**src/usbsp_defines.svh**
```systemverilog
// constants for the spectrometer command interpreter and trigger sequencer
`ifndef USBSP_DEFINES_SVH
`define USBSP_DEFINES_SVH

// ----------------------------------------------------------------
// command codes taken from the first byte on the command endpoint
// ----------------------------------------------------------------
`define USBSP_CMD_INIT 8'h01
`define USBSP_CMD_INT_TIME 8'h02
`define USBSP_CMD_STROBE 8'h03
`define USBSP_CMD_SHUTDOWN 8'h04
`define USBSP_CMD_CFG_QUERY 8'h05
`define USBSP_CMD_CFG_WRITE 8'h06
`define USBSP_CMD_SPECTRUM 8'h09
`define USBSP_CMD_TRIG_MODE 8'h0A
`define USBSP_CMD_PLUG_COUNT 8'h0B
`define USBSP_CMD_PLUG_IDS 8'h0C
`define USBSP_CMD_PLUG_DETECT 8'h0D
`define USBSP_CMD_TWI_READ 8'h60
`define USBSP_CMD_TWI_WRITE 8'h61
`define USBSP_CMD_SPI_IO 8'h62
`define USBSP_CMD_REG_WRITE 8'h6A
`define USBSP_CMD_REG_READ 8'h6B
`define USBSP_CMD_TEMP_READ 8'h6C
`define USBSP_CMD_IRR_READ 8'h6D
`define USBSP_CMD_IRR_WRITE 8'h6E
`define USBSP_CMD_INFO_ALT 8'hFE

// ----------------------------------------------------------------
// reset values and limits
// ----------------------------------------------------------------
`define USBSP_TRIG_DEFAULT 2'h0
`define USBSP_INT_MIN_US 32'h0000_000A
`define USBSP_INT_MAX_US 32'h03E7_FC18
`define USBSP_INT_RESET_US 32'h0000_2710
`define USBSP_PARAM_BYTES 3'h4

// ----------------------------------------------------------------
// endpoint packet sizes in bytes
// ----------------------------------------------------------------
`define USBSP_PKT_CTRL 10'h040
`define USBSP_PKT_DATA_HS 10'h200
`define USBSP_PKT_DATA_FS 10'h040
`define USBSP_EP6_BYTES 13'h0800

// ----------------------------------------------------------------
// timing
// ----------------------------------------------------------------
`define USBSP_CLK_PERIOD_NS 100
`define USBSP_NS_PER_US 1000
`define USBSP_CYC_PER_US (`USBSP_NS_PER_US / `USBSP_CLK_PERIOD_NS)

`endif

```
**src/usbsp_pkg.sv**
```systemverilog
// types shared by the spectrometer command interpreter files
package usbsp_pkg;

   typedef enum logic [1:0] {
      USBSP_TRG_NORMAL = 2'h0,
      USBSP_TRG_SOFT = 2'h1,
      USBSP_TRG_HARD = 2'h2,
      USBSP_TRG_SYNC = 2'h3
   } usbsp_trig_t;

   typedef enum logic [1:0] {
      USBSP_ST_IDLE = 2'b00,
      USBSP_ST_PARAM = 2'b01,
      USBSP_ST_EXEC = 2'b11
   } usbsp_state_t;

   typedef struct packed {
      logic [7:0] code;
      logic [31:0] params;
   } usbsp_cmd_t;

   typedef struct packed {
      logic [7:0] data;
      logic last;
   } usbsp_byte_t;

endpackage : usbsp_pkg
```
**src/usbsp_cmd_trig.sv**
```systemverilog
// spectrometer command interpreter, trigger sequencer and spectrum router
`timescale 1ns/100ps
`default_nettype none
`include "usbsp_defines.svh"

// Functional notes
// - normal mode: free-running integration clock, scan every period.
// - software mode: acquire at next period start after trigger seen high.
// - hardware mode: each trigger rising edge starts exactly one integration.
// - sync mode: trigger is the integration clock, period 5 ms to 60 s.
// - command 0x0A selects the trigger mode.
// - commands arrive on OUT endpoint 1; first byte code, rest parameters.
// - spectra leave on IN endpoints 2 and 6, other answers on IN 1.
// - packets: 64 bytes control; data 512 high speed, 64 full speed.
// - decode 0x01..0x06 configuration commands.
// - decode plug-in count, identifiers and detect commands 0x0B..0x0D.
// - decode 0x6A register write and 0x6B register read.
// - decode 0x6C board temperature read.
// - decode 0x6D calibration read and 0x6E calibration write.
// - initialize latches bus speed and sets trigger mode to normal.
// - first spectrum request without initialize runs initialize itself.
// - spectral bytes pass buffer to endpoints untouched.
// - at boot, code and coefficients load from nonvolatile memory.
// - product identifier depends on where the code came from.
// - integration time accepted only within 10 us to 65,535,000 us.
// - software mode treats trigger as active-high level.
module usbsp_cmd_trig #(
   parameter logic [15:0] PID_NVM = 16'h0A01,  // arbitrary value
   parameter logic [15:0] PID_HOST = 16'h0A02, // arbitrary value
   parameter logic [12:0] SPEC_BYTES = 13'h1E00
) (
   input wire logic sys_clk,
   input wire logic reset,
   input wire logic highSpeedIn,
   input wire logic sessionNew,
   input wire logic codeFromNvm,
   input wire logic bootDone,
   output var logic bootLoad,
   output var logic [15:0] productId,
   input wire logic [7:0] outByte,
   input wire logic outValid,
   input wire logic outLast,
   output var logic outReady,
   output var usbsp_pkg::usbsp_cmd_t auxReq,
   output var logic auxReqValid,
   output var logic specReq,
   input wire usbsp_pkg::usbsp_byte_t auxResp,
   input wire logic auxRespValid,
   output var logic auxRespReady,
   output var usbsp_pkg::usbsp_byte_t ep1In,
   output var logic ep1InValid,
   input wire logic ep1InReady,
   input wire logic [7:0] bufByte,
   input wire logic bufValid,
   output var logic bufReady,
   output var usbsp_pkg::usbsp_byte_t specOut,
   output var logic ep2InValid,
   input wire logic ep2InReady,
   output var logic ep6InValid,
   input wire logic ep6InReady,
   output var logic [9:0] dataPktSize,
   input wire logic trigIn,
   output var logic integStart,
   output var logic acquire,
   output var usbsp_pkg::usbsp_trig_t trigMode,
   output var logic [31:0] intTimeUs,
   output var logic strobeEnable,
   output var logic powerUp
);

   usbsp_pkg::usbsp_state_t state_r;
   logic [7:0] code_r;
   logic [31:0] params_r;
   logic [2:0] pIdx_r;
   logic initDone_r;
   logic strapTaken_r;
   logic trigPrev_r;
   logic armed_r;
   logic single_r;
   logic [12:0] specCnt_r;
   logic exec;
   logic known;
   logic isAux;
   logic initNow;
   logic trigRise;
   logic softGo;
   logic periodEnd;
   logic timerRun;
   logic timerRestart;
   logic toEp6;
   logic pktEnd;
   logic specTaken;
   logic [29:0] periodCyc;

   // ----------------------------------------------------------------
   // boot and identity
   // ----------------------------------------------------------------
   // commands are held off until the boot load from memory finishes
   always_ff @(posedge sys_clk or posedge reset) begin
      if (reset) begin
         bootLoad <= 1'b1;
      end else if (bootDone) begin
         bootLoad <= 1'b0;
      end
   end

   // the strap is caught by a clocked process after reset release
   always_ff @(posedge sys_clk or posedge reset) begin
      if (reset) begin
         strapTaken_r <= 1'b0;
         productId <= 16'h0000;
      end else if (!strapTaken_r) begin
         strapTaken_r <= 1'b1;
         productId <= codeFromNvm ? PID_NVM : PID_HOST;
      end
   end

   // ----------------------------------------------------------------
   // command intake
   // ----------------------------------------------------------------
   // only the first four parameter bytes are kept; longer payloads are
   // consumed so the endpoint never stalls on them
   always_ff @(posedge sys_clk or posedge reset) begin
      if (reset) begin
         state_r <= usbsp_pkg::USBSP_ST_IDLE;
         outReady <= 1'b0;
         code_r <= 8'h00;
         params_r <= 32'h0000_0000;
         pIdx_r <= 3'h0;
      end else begin
         case (state_r)
            usbsp_pkg::USBSP_ST_IDLE: begin
               if (bootLoad && bootDone) begin
                  outReady <= 1'b1;
               end
               if (outValid && outReady) begin
                  code_r <= outByte;
                  params_r <= 32'h0000_0000;
                  pIdx_r <= 3'h0;
                  if (outLast) begin
                     state_r <= usbsp_pkg::USBSP_ST_EXEC;
                     outReady <= 1'b0;
                  end else begin
                     state_r <= usbsp_pkg::USBSP_ST_PARAM;
                  end
               end
            end
            usbsp_pkg::USBSP_ST_PARAM: begin
               if (outValid && outReady) begin
                  if (pIdx_r < `USBSP_PARAM_BYTES) begin
                     params_r[{pIdx_r[1:0], 3'b000} +: 8] <= outByte;
                     pIdx_r <= pIdx_r + 3'h1;
                  end
                  if (outLast) begin
                     state_r <= usbsp_pkg::USBSP_ST_EXEC;
                     outReady <= 1'b0;
                  end
               end
            end
            usbsp_pkg::USBSP_ST_EXEC: begin
               state_r <= usbsp_pkg::USBSP_ST_IDLE;
               outReady <= 1'b1;
            end
            default: begin
               state_r <= usbsp_pkg::USBSP_ST_IDLE;
               outReady <= 1'b0;
            end
         endcase
      end
   end

   assign exec = (state_r == usbsp_pkg::USBSP_ST_EXEC);

   // ----------------------------------------------------------------
   // decode
   // ----------------------------------------------------------------
   always_comb begin
      isAux = 1'b0;
      case (code_r)
         `USBSP_CMD_CFG_QUERY, `USBSP_CMD_CFG_WRITE: isAux = 1'b1;
         `USBSP_CMD_PLUG_COUNT, `USBSP_CMD_PLUG_IDS,
         `USBSP_CMD_PLUG_DETECT: isAux = 1'b1;
         `USBSP_CMD_REG_WRITE, `USBSP_CMD_REG_READ: isAux = 1'b1;
         `USBSP_CMD_TEMP_READ: isAux = 1'b1;
         `USBSP_CMD_IRR_READ, `USBSP_CMD_IRR_WRITE: isAux = 1'b1;
         `USBSP_CMD_TWI_READ, `USBSP_CMD_TWI_WRITE, `USBSP_CMD_SPI_IO,
         `USBSP_CMD_INFO_ALT: isAux = 1'b1;
         default: isAux = 1'b0;
      endcase
   end

   // anything not listed here or above falls through untouched
   assign known = isAux || (code_r == `USBSP_CMD_INIT) || (code_r == `USBSP_CMD_INT_TIME)
      || (code_r == `USBSP_CMD_STROBE) || (code_r == `USBSP_CMD_SHUTDOWN)
      || (code_r == `USBSP_CMD_SPECTRUM) || (code_r == `USBSP_CMD_TRIG_MODE);

   assign initNow = exec && ((code_r == `USBSP_CMD_INIT)
      || ((code_r == `USBSP_CMD_SPECTRUM) && !initDone_r));

   // ----------------------------------------------------------------
   // settings
   // ----------------------------------------------------------------
   always_ff @(posedge sys_clk or posedge reset) begin
      if (reset) begin
         trigMode <= usbsp_pkg::usbsp_trig_t'(`USBSP_TRIG_DEFAULT);
         intTimeUs <= `USBSP_INT_RESET_US;
         strobeEnable <= 1'b0;
         powerUp <= 1'b1;
         dataPktSize <= `USBSP_PKT_DATA_FS;
      end else if (exec && known) begin
         if (initNow) begin
            trigMode <= usbsp_pkg::usbsp_trig_t'(`USBSP_TRIG_DEFAULT);
            dataPktSize <= highSpeedIn ? `USBSP_PKT_DATA_HS : `USBSP_PKT_DATA_FS;
         end
         case (code_r)
            `USBSP_CMD_INT_TIME: begin
               if (params_r >= `USBSP_INT_MIN_US && params_r <= `USBSP_INT_MAX_US) begin
                  intTimeUs <= params_r;
               end
            end
            `USBSP_CMD_STROBE: strobeEnable <= |params_r[15:0];
            `USBSP_CMD_SHUTDOWN: powerUp <= |params_r[15:0];
            `USBSP_CMD_TRIG_MODE: begin
               if (params_r[7:2] == 6'h00) begin
                  trigMode <= usbsp_pkg::usbsp_trig_t'(params_r[1:0]);
               end
            end
            default: ;
         endcase
      end
   end

   // a new session forgets the earlier initialize; initialize wins a tie
   always_ff @(posedge sys_clk or posedge reset) begin
      if (reset) begin
         initDone_r <= 1'b0;
      end else if (initNow) begin
         initDone_r <= 1'b1;
      end else if (sessionNew) begin
         initDone_r <= 1'b0;
      end
   end

   // ----------------------------------------------------------------
   // requests to the outside handlers
   // ----------------------------------------------------------------
   always_ff @(posedge sys_clk or posedge reset) begin
      if (reset) begin
         auxReq <= '0;
         auxReqValid <= 1'b0;
         specReq <= 1'b0;
      end else begin
         auxReqValid <= exec && isAux;
         specReq <= exec && (code_r == `USBSP_CMD_SPECTRUM);
         if (exec && isAux) begin
            auxReq <= '{code: code_r, params: params_r};
         end
      end
   end

   // ----------------------------------------------------------------
   // query answers to IN endpoint 1
   // ----------------------------------------------------------------
   // one holding register; half rate is ample for short answers
   always_ff @(posedge sys_clk or posedge reset) begin
      if (reset) begin
         ep1In <= '0;
         ep1InValid <= 1'b0;
         auxRespReady <= 1'b1;
      end else if (auxRespReady && auxRespValid) begin
         ep1In <= auxResp;
         ep1InValid <= 1'b1;
         auxRespReady <= 1'b0;
      end else if (ep1InValid && ep1InReady) begin
         ep1InValid <= 1'b0;
         auxRespReady <= 1'b1;
      end
   end

   // ----------------------------------------------------------------
   // spectral path
   // ----------------------------------------------------------------
   // high speed sends the first block on endpoint 6, the rest on 2
   assign toEp6 = (dataPktSize == `USBSP_PKT_DATA_HS) && (specCnt_r < `USBSP_EP6_BYTES);
   assign pktEnd = (((specCnt_r + 13'h0001) & 13'(dataPktSize - 10'h001)) == 13'h0000)
      || (specCnt_r == SPEC_BYTES - 13'h0001);
   assign specTaken = (ep2InValid && ep2InReady) || (ep6InValid && ep6InReady);

   always_ff @(posedge sys_clk or posedge reset) begin
      if (reset) begin
         specOut <= '0;
         ep2InValid <= 1'b0;
         ep6InValid <= 1'b0;
         bufReady <= 1'b1;
         specCnt_r <= 13'h0000;
      end else if (bufReady && bufValid) begin
         specOut <= '{data: bufByte, last: pktEnd};
         ep6InValid <= toEp6;
         ep2InValid <= !toEp6;
         bufReady <= 1'b0;
         specCnt_r <= (specCnt_r == SPEC_BYTES - 13'h0001) ? 13'h0000
            : specCnt_r + 13'h0001;
      end else if (specTaken) begin
         ep2InValid <= 1'b0;
         ep6InValid <= 1'b0;
         bufReady <= 1'b1;
      end
   end

   // ----------------------------------------------------------------
   // integration timing
   // ----------------------------------------------------------------
   assign periodCyc = 30'(intTimeUs * 32'(`USBSP_CYC_PER_US));
   assign trigRise = trigIn && !trigPrev_r;
   assign softGo = armed_r || trigIn;
   assign timerRun = powerUp && ((trigMode == usbsp_pkg::USBSP_TRG_NORMAL)
      || (trigMode == usbsp_pkg::USBSP_TRG_SOFT) || single_r);
   // the period is read live, so a change after the edge still applies to this period
   assign timerRestart = (trigMode == usbsp_pkg::USBSP_TRG_HARD) && trigRise;

   usbsp_int_timer #(
      .W(30)
   ) u_timer (
      .sys_clk(sys_clk),
      .reset(reset),
      .enable(timerRun),
      .restart(timerRestart),
      .periodCyc(periodCyc),
      .periodEnd(periodEnd)
   );

   always_ff @(posedge sys_clk or posedge reset) begin
      if (reset) begin
         trigPrev_r <= 1'b0;
      end else begin
         trigPrev_r <= trigIn;
      end
   end

   // a trigger seen high during the period arms the next acquisition
   always_ff @(posedge sys_clk or posedge reset) begin
      if (reset) begin
         armed_r <= 1'b0;
      end else begin
         armed_r <= (trigMode == usbsp_pkg::USBSP_TRG_SOFT)
            && (trigIn || (armed_r && !periodEnd));
      end
   end

   always_ff @(posedge sys_clk or posedge reset) begin
      if (reset) begin
         single_r <= 1'b0;
      end else if (timerRestart && powerUp) begin
         single_r <= 1'b1;
      end else if (periodEnd || trigMode != usbsp_pkg::USBSP_TRG_HARD) begin
         single_r <= 1'b0;
      end
   end

   always_ff @(posedge sys_clk or posedge reset) begin
      if (reset) begin
         integStart <= 1'b0;
         acquire <= 1'b0;
      end else begin
         case (trigMode)
            usbsp_pkg::USBSP_TRG_NORMAL: begin
               integStart <= powerUp && periodEnd;
               acquire <= powerUp && periodEnd;
            end
            usbsp_pkg::USBSP_TRG_SOFT: begin
               integStart <= powerUp && periodEnd;
               acquire <= powerUp && periodEnd && softGo;
            end
            usbsp_pkg::USBSP_TRG_HARD: begin
               integStart <= powerUp && trigRise;
               acquire <= powerUp && single_r && periodEnd;
            end
            default: begin
               integStart <= powerUp && trigRise;
               acquire <= powerUp && trigRise;
            end
         endcase
      end
   end
endmodule : usbsp_cmd_trig
`default_nettype wire

```
**src/usbsp_int_timer.sv**
```systemverilog
// integration period timer: pulses once at the end of each period
`timescale 1ns/100ps
`default_nettype none
module usbsp_int_timer #(
   parameter int W = 30
) (
   input wire logic sys_clk,
   input wire logic reset,
   input wire logic enable,
   input wire logic restart,
   input wire logic [W-1:0] periodCyc,
   output var logic periodEnd
);

   logic [W-1:0] count_r;

   // ----------------------------------------------------------------
   // counter
   // ----------------------------------------------------------------
   // the live period is compared each cycle, so a new integration time
   // takes effect on the running period rather than the next one
   always_ff @(posedge sys_clk or posedge reset) begin
      if (reset) begin
         count_r <= '0;
         periodEnd <= 1'b0;
      end else if (restart || !enable) begin
         count_r <= '0;
         periodEnd <= 1'b0;
      end else if (count_r >= periodCyc - W'(1)) begin
         count_r <= '0;
         periodEnd <= 1'b1;
      end else begin
         count_r <= count_r + W'(1);
         periodEnd <= 1'b0;
      end
   end

endmodule : usbsp_int_timer
`default_nettype wire

```
**config.mk**
```make
export PLATFORM = sky130hd
export DESIGN_NAME = usbsp_cmd_trig
export DESIGN_NICKNAME = d
export VERILOG_FILES = /design/src/usbsp_pkg.sv /design/src/usbsp_cmd_trig.sv /design/src/usbsp_int_timer.sv
export VERILOG_INCLUDE_DIRS = /design/src
export SDC_FILE = /design/constraint.sdc
export NUM_CORES = 1
export LEC_CHECK = 0
export BUFFER_PORTS_ARGS = -buffer_cell sky130_fd_sc_hd__buf_2
export CAP_MARGIN = 20
export CORE_ASPECT_RATIO = 0.8
export CORE_UTILIZATION = 30
export CTS_BUF_LIST = sky130_fd_sc_hd__clkbuf_16
export DETAILED_ROUTE_END_ITERATION = 8
export GPL_TIMING_DRIVEN = 0
export HOLD_SLACK_MARGIN = 0.03
export PLACE_DENSITY = 0.59
export SYNTH_ARGS = -nofsm -noshare
export SYNTH_HDL_FRONTEND = slang
export SYNTH_SLANG_ARGS = --single-unit
```
**constraint.sdc**
```tcl
create_clock -name sys_clk -period 7.5 [get_ports sys_clk]
set_input_delay 0.75 -clock sys_clk [delete_from_list [all_inputs] [get_ports sys_clk]]
set_output_delay 0.75 -clock sys_clk [all_outputs]
set_load 0.1 [all_outputs]
```
==> results.cfg <==
[status]
run_status = finished clean

[global_route]
grt.overflow.total = 0
grt_pass1_vias = 9471
grt_start_max_net_pins = 118
wire_length_of_the_first_global_routing_pass_mm = 51.4
grt_antenna_before_repair = 3
grt.total_usage = 0.156

[pwr]
total_power_mw = 3.09
sw_frac_of_total = 0.340
p_clk_frac = 0.389
powerDensity_nw_per_um2 = 216
seq_pwr_share = 0.406
vdd_drop_max_uv = 204
combinationalPowerShare = 0.205
p_leak_nw = 7.36
power.net_switching_mw = 1.05
cell_internal_power_dissipation_mw = 2.04

[placed_design]
placement.io_buffers = 149
dp_hpwl_mm = 23.8
routabilityCongestion = 0.815
postPlaceCellArea_sq_um = 13500
place_ws_ns = 1.03

[timing]
skew_ns = 0.0112
hold_violations = 0
max-slew-margin-rel = 0.524
finalWorstPathRequiredPeriod_ns = 6.37
finalWorstSetupSlack_ns = 1.13
setup_repair_after_global_routing_missed_its_margin = false
setup_tns_final_ns = 0
fin_crit_sh = 0.849
maxSlewViolCount = 0
worst_slew_pin_slew_ns = 0.704
setup_violations = 0
clock.fmax_mhz = 157

[yosys]
postSynthCellCount = 1299
post_synth_xor_area_fraction = 0.0584
syn_area_sq_um = 12000
synth-simple-area-share = 0.210
dominant_combinational_cell_family_by_area_after_synthesis = simple AND/OR/NAND/NOR gates
synth.yosys.seq_area_share = 0.427
syn-mean-instance-area_sq_um = 9.22
yosysTopAreaCell = sky130_fd_sc_hd__dfrtp_1
synth.mux.area_fraction = 0.0448
synth.distinct_cells = 72
synth_largest_type_area_fraction = 0.406
yosys_register_bits = 204
number_of_flops_mapped_to_enable_cells_by_yosys = 0
ys_top_cells_by_count = sky130_fd_sc_hd__nand2_1 (285), sky130_fd_sc_hd__dfrtp_1 (194), sky130_fd_sc_hd__ha_1 (93), sky130_fd_sc_hd__nor2_1 (82), sky130_fd_sc_hd__o21ai_0 (78)
synth_compound_area_frac = 0.122
yosys_most_used_dff = sky130_fd_sc_hd__dfrtp_1
post-synth-top-count-cell = sky130_fd_sc_hd__nand2_1
yosys-top-cells-area = sky130_fd_sc_hd__dfrtp_1 (41%), sky130_fd_sc_hd__ha_1 (9.7%), sky130_fd_sc_hd__nand2_1 (8.9%), sky130_fd_sc_hd__mux2_2 (4.2%), sky130_fd_sc_hd__xnor2_1 (3.3%)
postSynth.asyncResetShare = 1.00
synth_adder_area_share = 0.0989
synth.yosys.warnings = 0

[setup_path]
startpoint_type = flip-flop
crit_path_frequent_cell = sky130_fd_sc_hd__ha_1
end_kind = flip-flop
critPathKind = reg -> reg
delay_of_the_slowest_critical_path_stage_ns = 0.54
cp_slowest_cell = sky130_fd_sc_hd__or4b_4
worst-endpoint-required_ns = 7.97
cp_buf_inv_count = 2
worstPathCellList = ha_1 > ha_1 > fa_1 > a211oi_2 > o211ai_2 > a2111o_1 > o211ai_1 > o31ai_1 > or4b_4 > or3_1 > nor2_1 > xor2_1 > ha_1 > a21o_1 > a21o_1 > a21oi_1 > o211ai_1 > a31oi_1 > nand2_1 > clkbuf_1 > clkbuf_1 > nor2_1
arrival_ns = 6.84
critPathTopFamily = compound AO/OA/AOI/OAI gates
cp_max_fo = 10

[die]
die-area_sq_um = 40700
io_pins = 170
die-height_microns = 181
die_width_microns = 225
core.rowCount = 65
core_area_sq_um = 39400
initial_utilization = 0.304

[worst_hold_path]
hold_path.class = in -> async

[run]
maxCapViolations = 0

[cts]
clock_latency_ns = 0.55
clk_pin_slew_worst_paths_ns = 0.06
tritoncts_num_sinks = 204
cts.root.buffer_cell = sky130_fd_sc_hd__clkbuf_16
max-clock-path-buffers = 3
numCtsBuffers = 25
ctsResizeCount = 0
cts_htree_levels = 1
tritoncts = done
cts_hold_buf = 0
postCtsSetupBuffers = 0

[route]
totalWireLength_mm = 31.5
drc_errors = 0
drt_iter0_markers = 448
first_pass_iters = 5
ant_nets = 0
post_drt_via_cell_ratio = 4.81
wl_per_cell_microns = 15.4
route.vias.total = 9879

[finish]
final_util = 0.364
area.growth.synth_to_final_pct = 19.7
drive_above_1_share = 0.197
final_design_area_no_fill_sq_um = 14300
layout.nets = 1630
path summary, 6_finish.rpt:
check                      cells past startpoint    startpoint                  end  slack (ns)
hold reg to reg                                2    auxReq[35]           auxReq[35]        0.47
setup reg to reg                              22  intTimeUs[3]  u_timer.count_r[28]        1.13
setup / recovery                              22  intTimeUs[3]  u_timer.count_r[28]        1.13
max in group asynchronous                      3         reset           ep1InValid        6.22
hold / removal                                 2         reset              acquire        0.27
min in group sys_clk                           2      bootDone             bootLoad        0.33
cells in the final DEF, fill, tap and decap left out, types with 6 or more instances in the layout:
| master | n |
|---|---|
| sky130_fd_sc_hd__xnor2_1 | 45 |
| sky130_fd_sc_hd__nor2b_1 | 12 |
| sky130_fd_sc_hd__nor4_1 | 11 |
| sky130_fd_sc_hd__mux2_2 | 45 |
| sky130_fd_sc_hd__nand4_1 | 24 |
| sky130_fd_sc_hd__o21ai_1 | 11 |
| sky130_fd_sc_hd__dfrtp_1 | 194 |
| sky130_fd_sc_hd__inv_1 | 31 |
| sky130_fd_sc_hd__nor3_1 | 31 |
| sky130_fd_sc_hd__and2_1 | 6 |
| sky130_fd_sc_hd__a31oi_1 | 9 |
| sky130_fd_sc_hd__o21ai_0 | 78 |
| sky130_fd_sc_hd__or3_1 | 10 |
| sky130_fd_sc_hd__ha_1 | 93 |
| sky130_fd_sc_hd__dfstp_2 | 10 |
| sky130_fd_sc_hd__o31ai_1 | 7 |
| sky130_fd_sc_hd__a21oi_1 | 46 |
| sky130_fd_sc_hd__clkbuf_1 | 31 |
| sky130_fd_sc_hd__clkbuf_16 | 25 |
| sky130_fd_sc_hd__o211ai_1 | 9 |
| sky130_fd_sc_hd__buf_4 | 21 |
| sky130_fd_sc_hd__and4_1 | 8 |
| sky130_fd_sc_hd__nand2_1 | 285 |
| sky130_fd_sc_hd__xor2_1 | 33 |
| sky130_fd_sc_hd__conb_1 | 21 |
| sky130_fd_sc_hd__and3_1 | 14 |
| sky130_fd_sc_hd__nor2_1 | 82 |
| sky130_fd_sc_hd__buf_2 | 158 |
| sky130_fd_sc_hd__nand3_1 | 31 |
| sky130_fd_sc_hd__clkinv_1 | 7 |
| sky130_fd_sc_hd__a21o_1 | 24 |
flip-flops by register name, summed over array words and instances, names as in the netlist, 2 cells and up:
signal           cells
auxReq              40
intTimeUs           32
params_r            32
u_timer.count_r     30
specCnt_r           13
ep1In                9
specOut              9
code_r               8
pIdx_r               3
productId            3
dataPktSize          2
state_r              2
trigMode             2
kinds of logic (layout without fill, tap and decap cells):
kind of cell               after synthesis  count (layout)
and+or+nand+nor                        546             546
AOI/OAI and AO/OA                      233             233
DFF                                    204             204
adders and majority gates               94              94
buffers and inverters                   93             291
xor gates and xnor gates                79              79
muxes                                   48              48
other                                    2              23
power by group through the flow:
stage / Clock (mW) / Sequential (mW) / Combinational [mW]
6_report: 1.20 / 1.25 / 0.633
3_3_place_gp: 0 / 1.27 / 0.620
2_1_floorplan: 0 / 1.49 / 0.280
4_1_cts: 1.24 / 1.26 / 0.636
3_5_place_dp: 0 / 1.27 / 0.635
5_1_grt: 1.28 / 1.27 / 0.684
metrics by stage:
stage          cells  hold WS (ns)
6_report        2054         0.268
5_1_grt         2053         0.319
4_1_cts         2051         0.302
3_5_place_dp    2005         0.458
3_3_place_gp    2003         0.454
2_1_floorplan   1318         0.458
cell type report:
type | count | area [sq um]
fill | 4086 | 25000
inverter | 28 | 113
timing repair buffer | 152 | 790
tap | 536 | 671
clock inverter | 21 | 185
multi-input combinational | 1021 | 6480
sequential | 204 | 5120
antenna | 2 | 5.00
buffer | 65 | 340
clock buffer | 25 | 626
layer usage:
metal,GRT usage,up-vias,part of all wire
met4,0.0438,2,0.031
met5,0,-,0.00032
met3,0.0321,45,0.051
met1,0.214,4712,0.46
met2,0.248,208,0.45
li1,-,4912,-
Note: power is estimated with default switching activity, not from simulation.
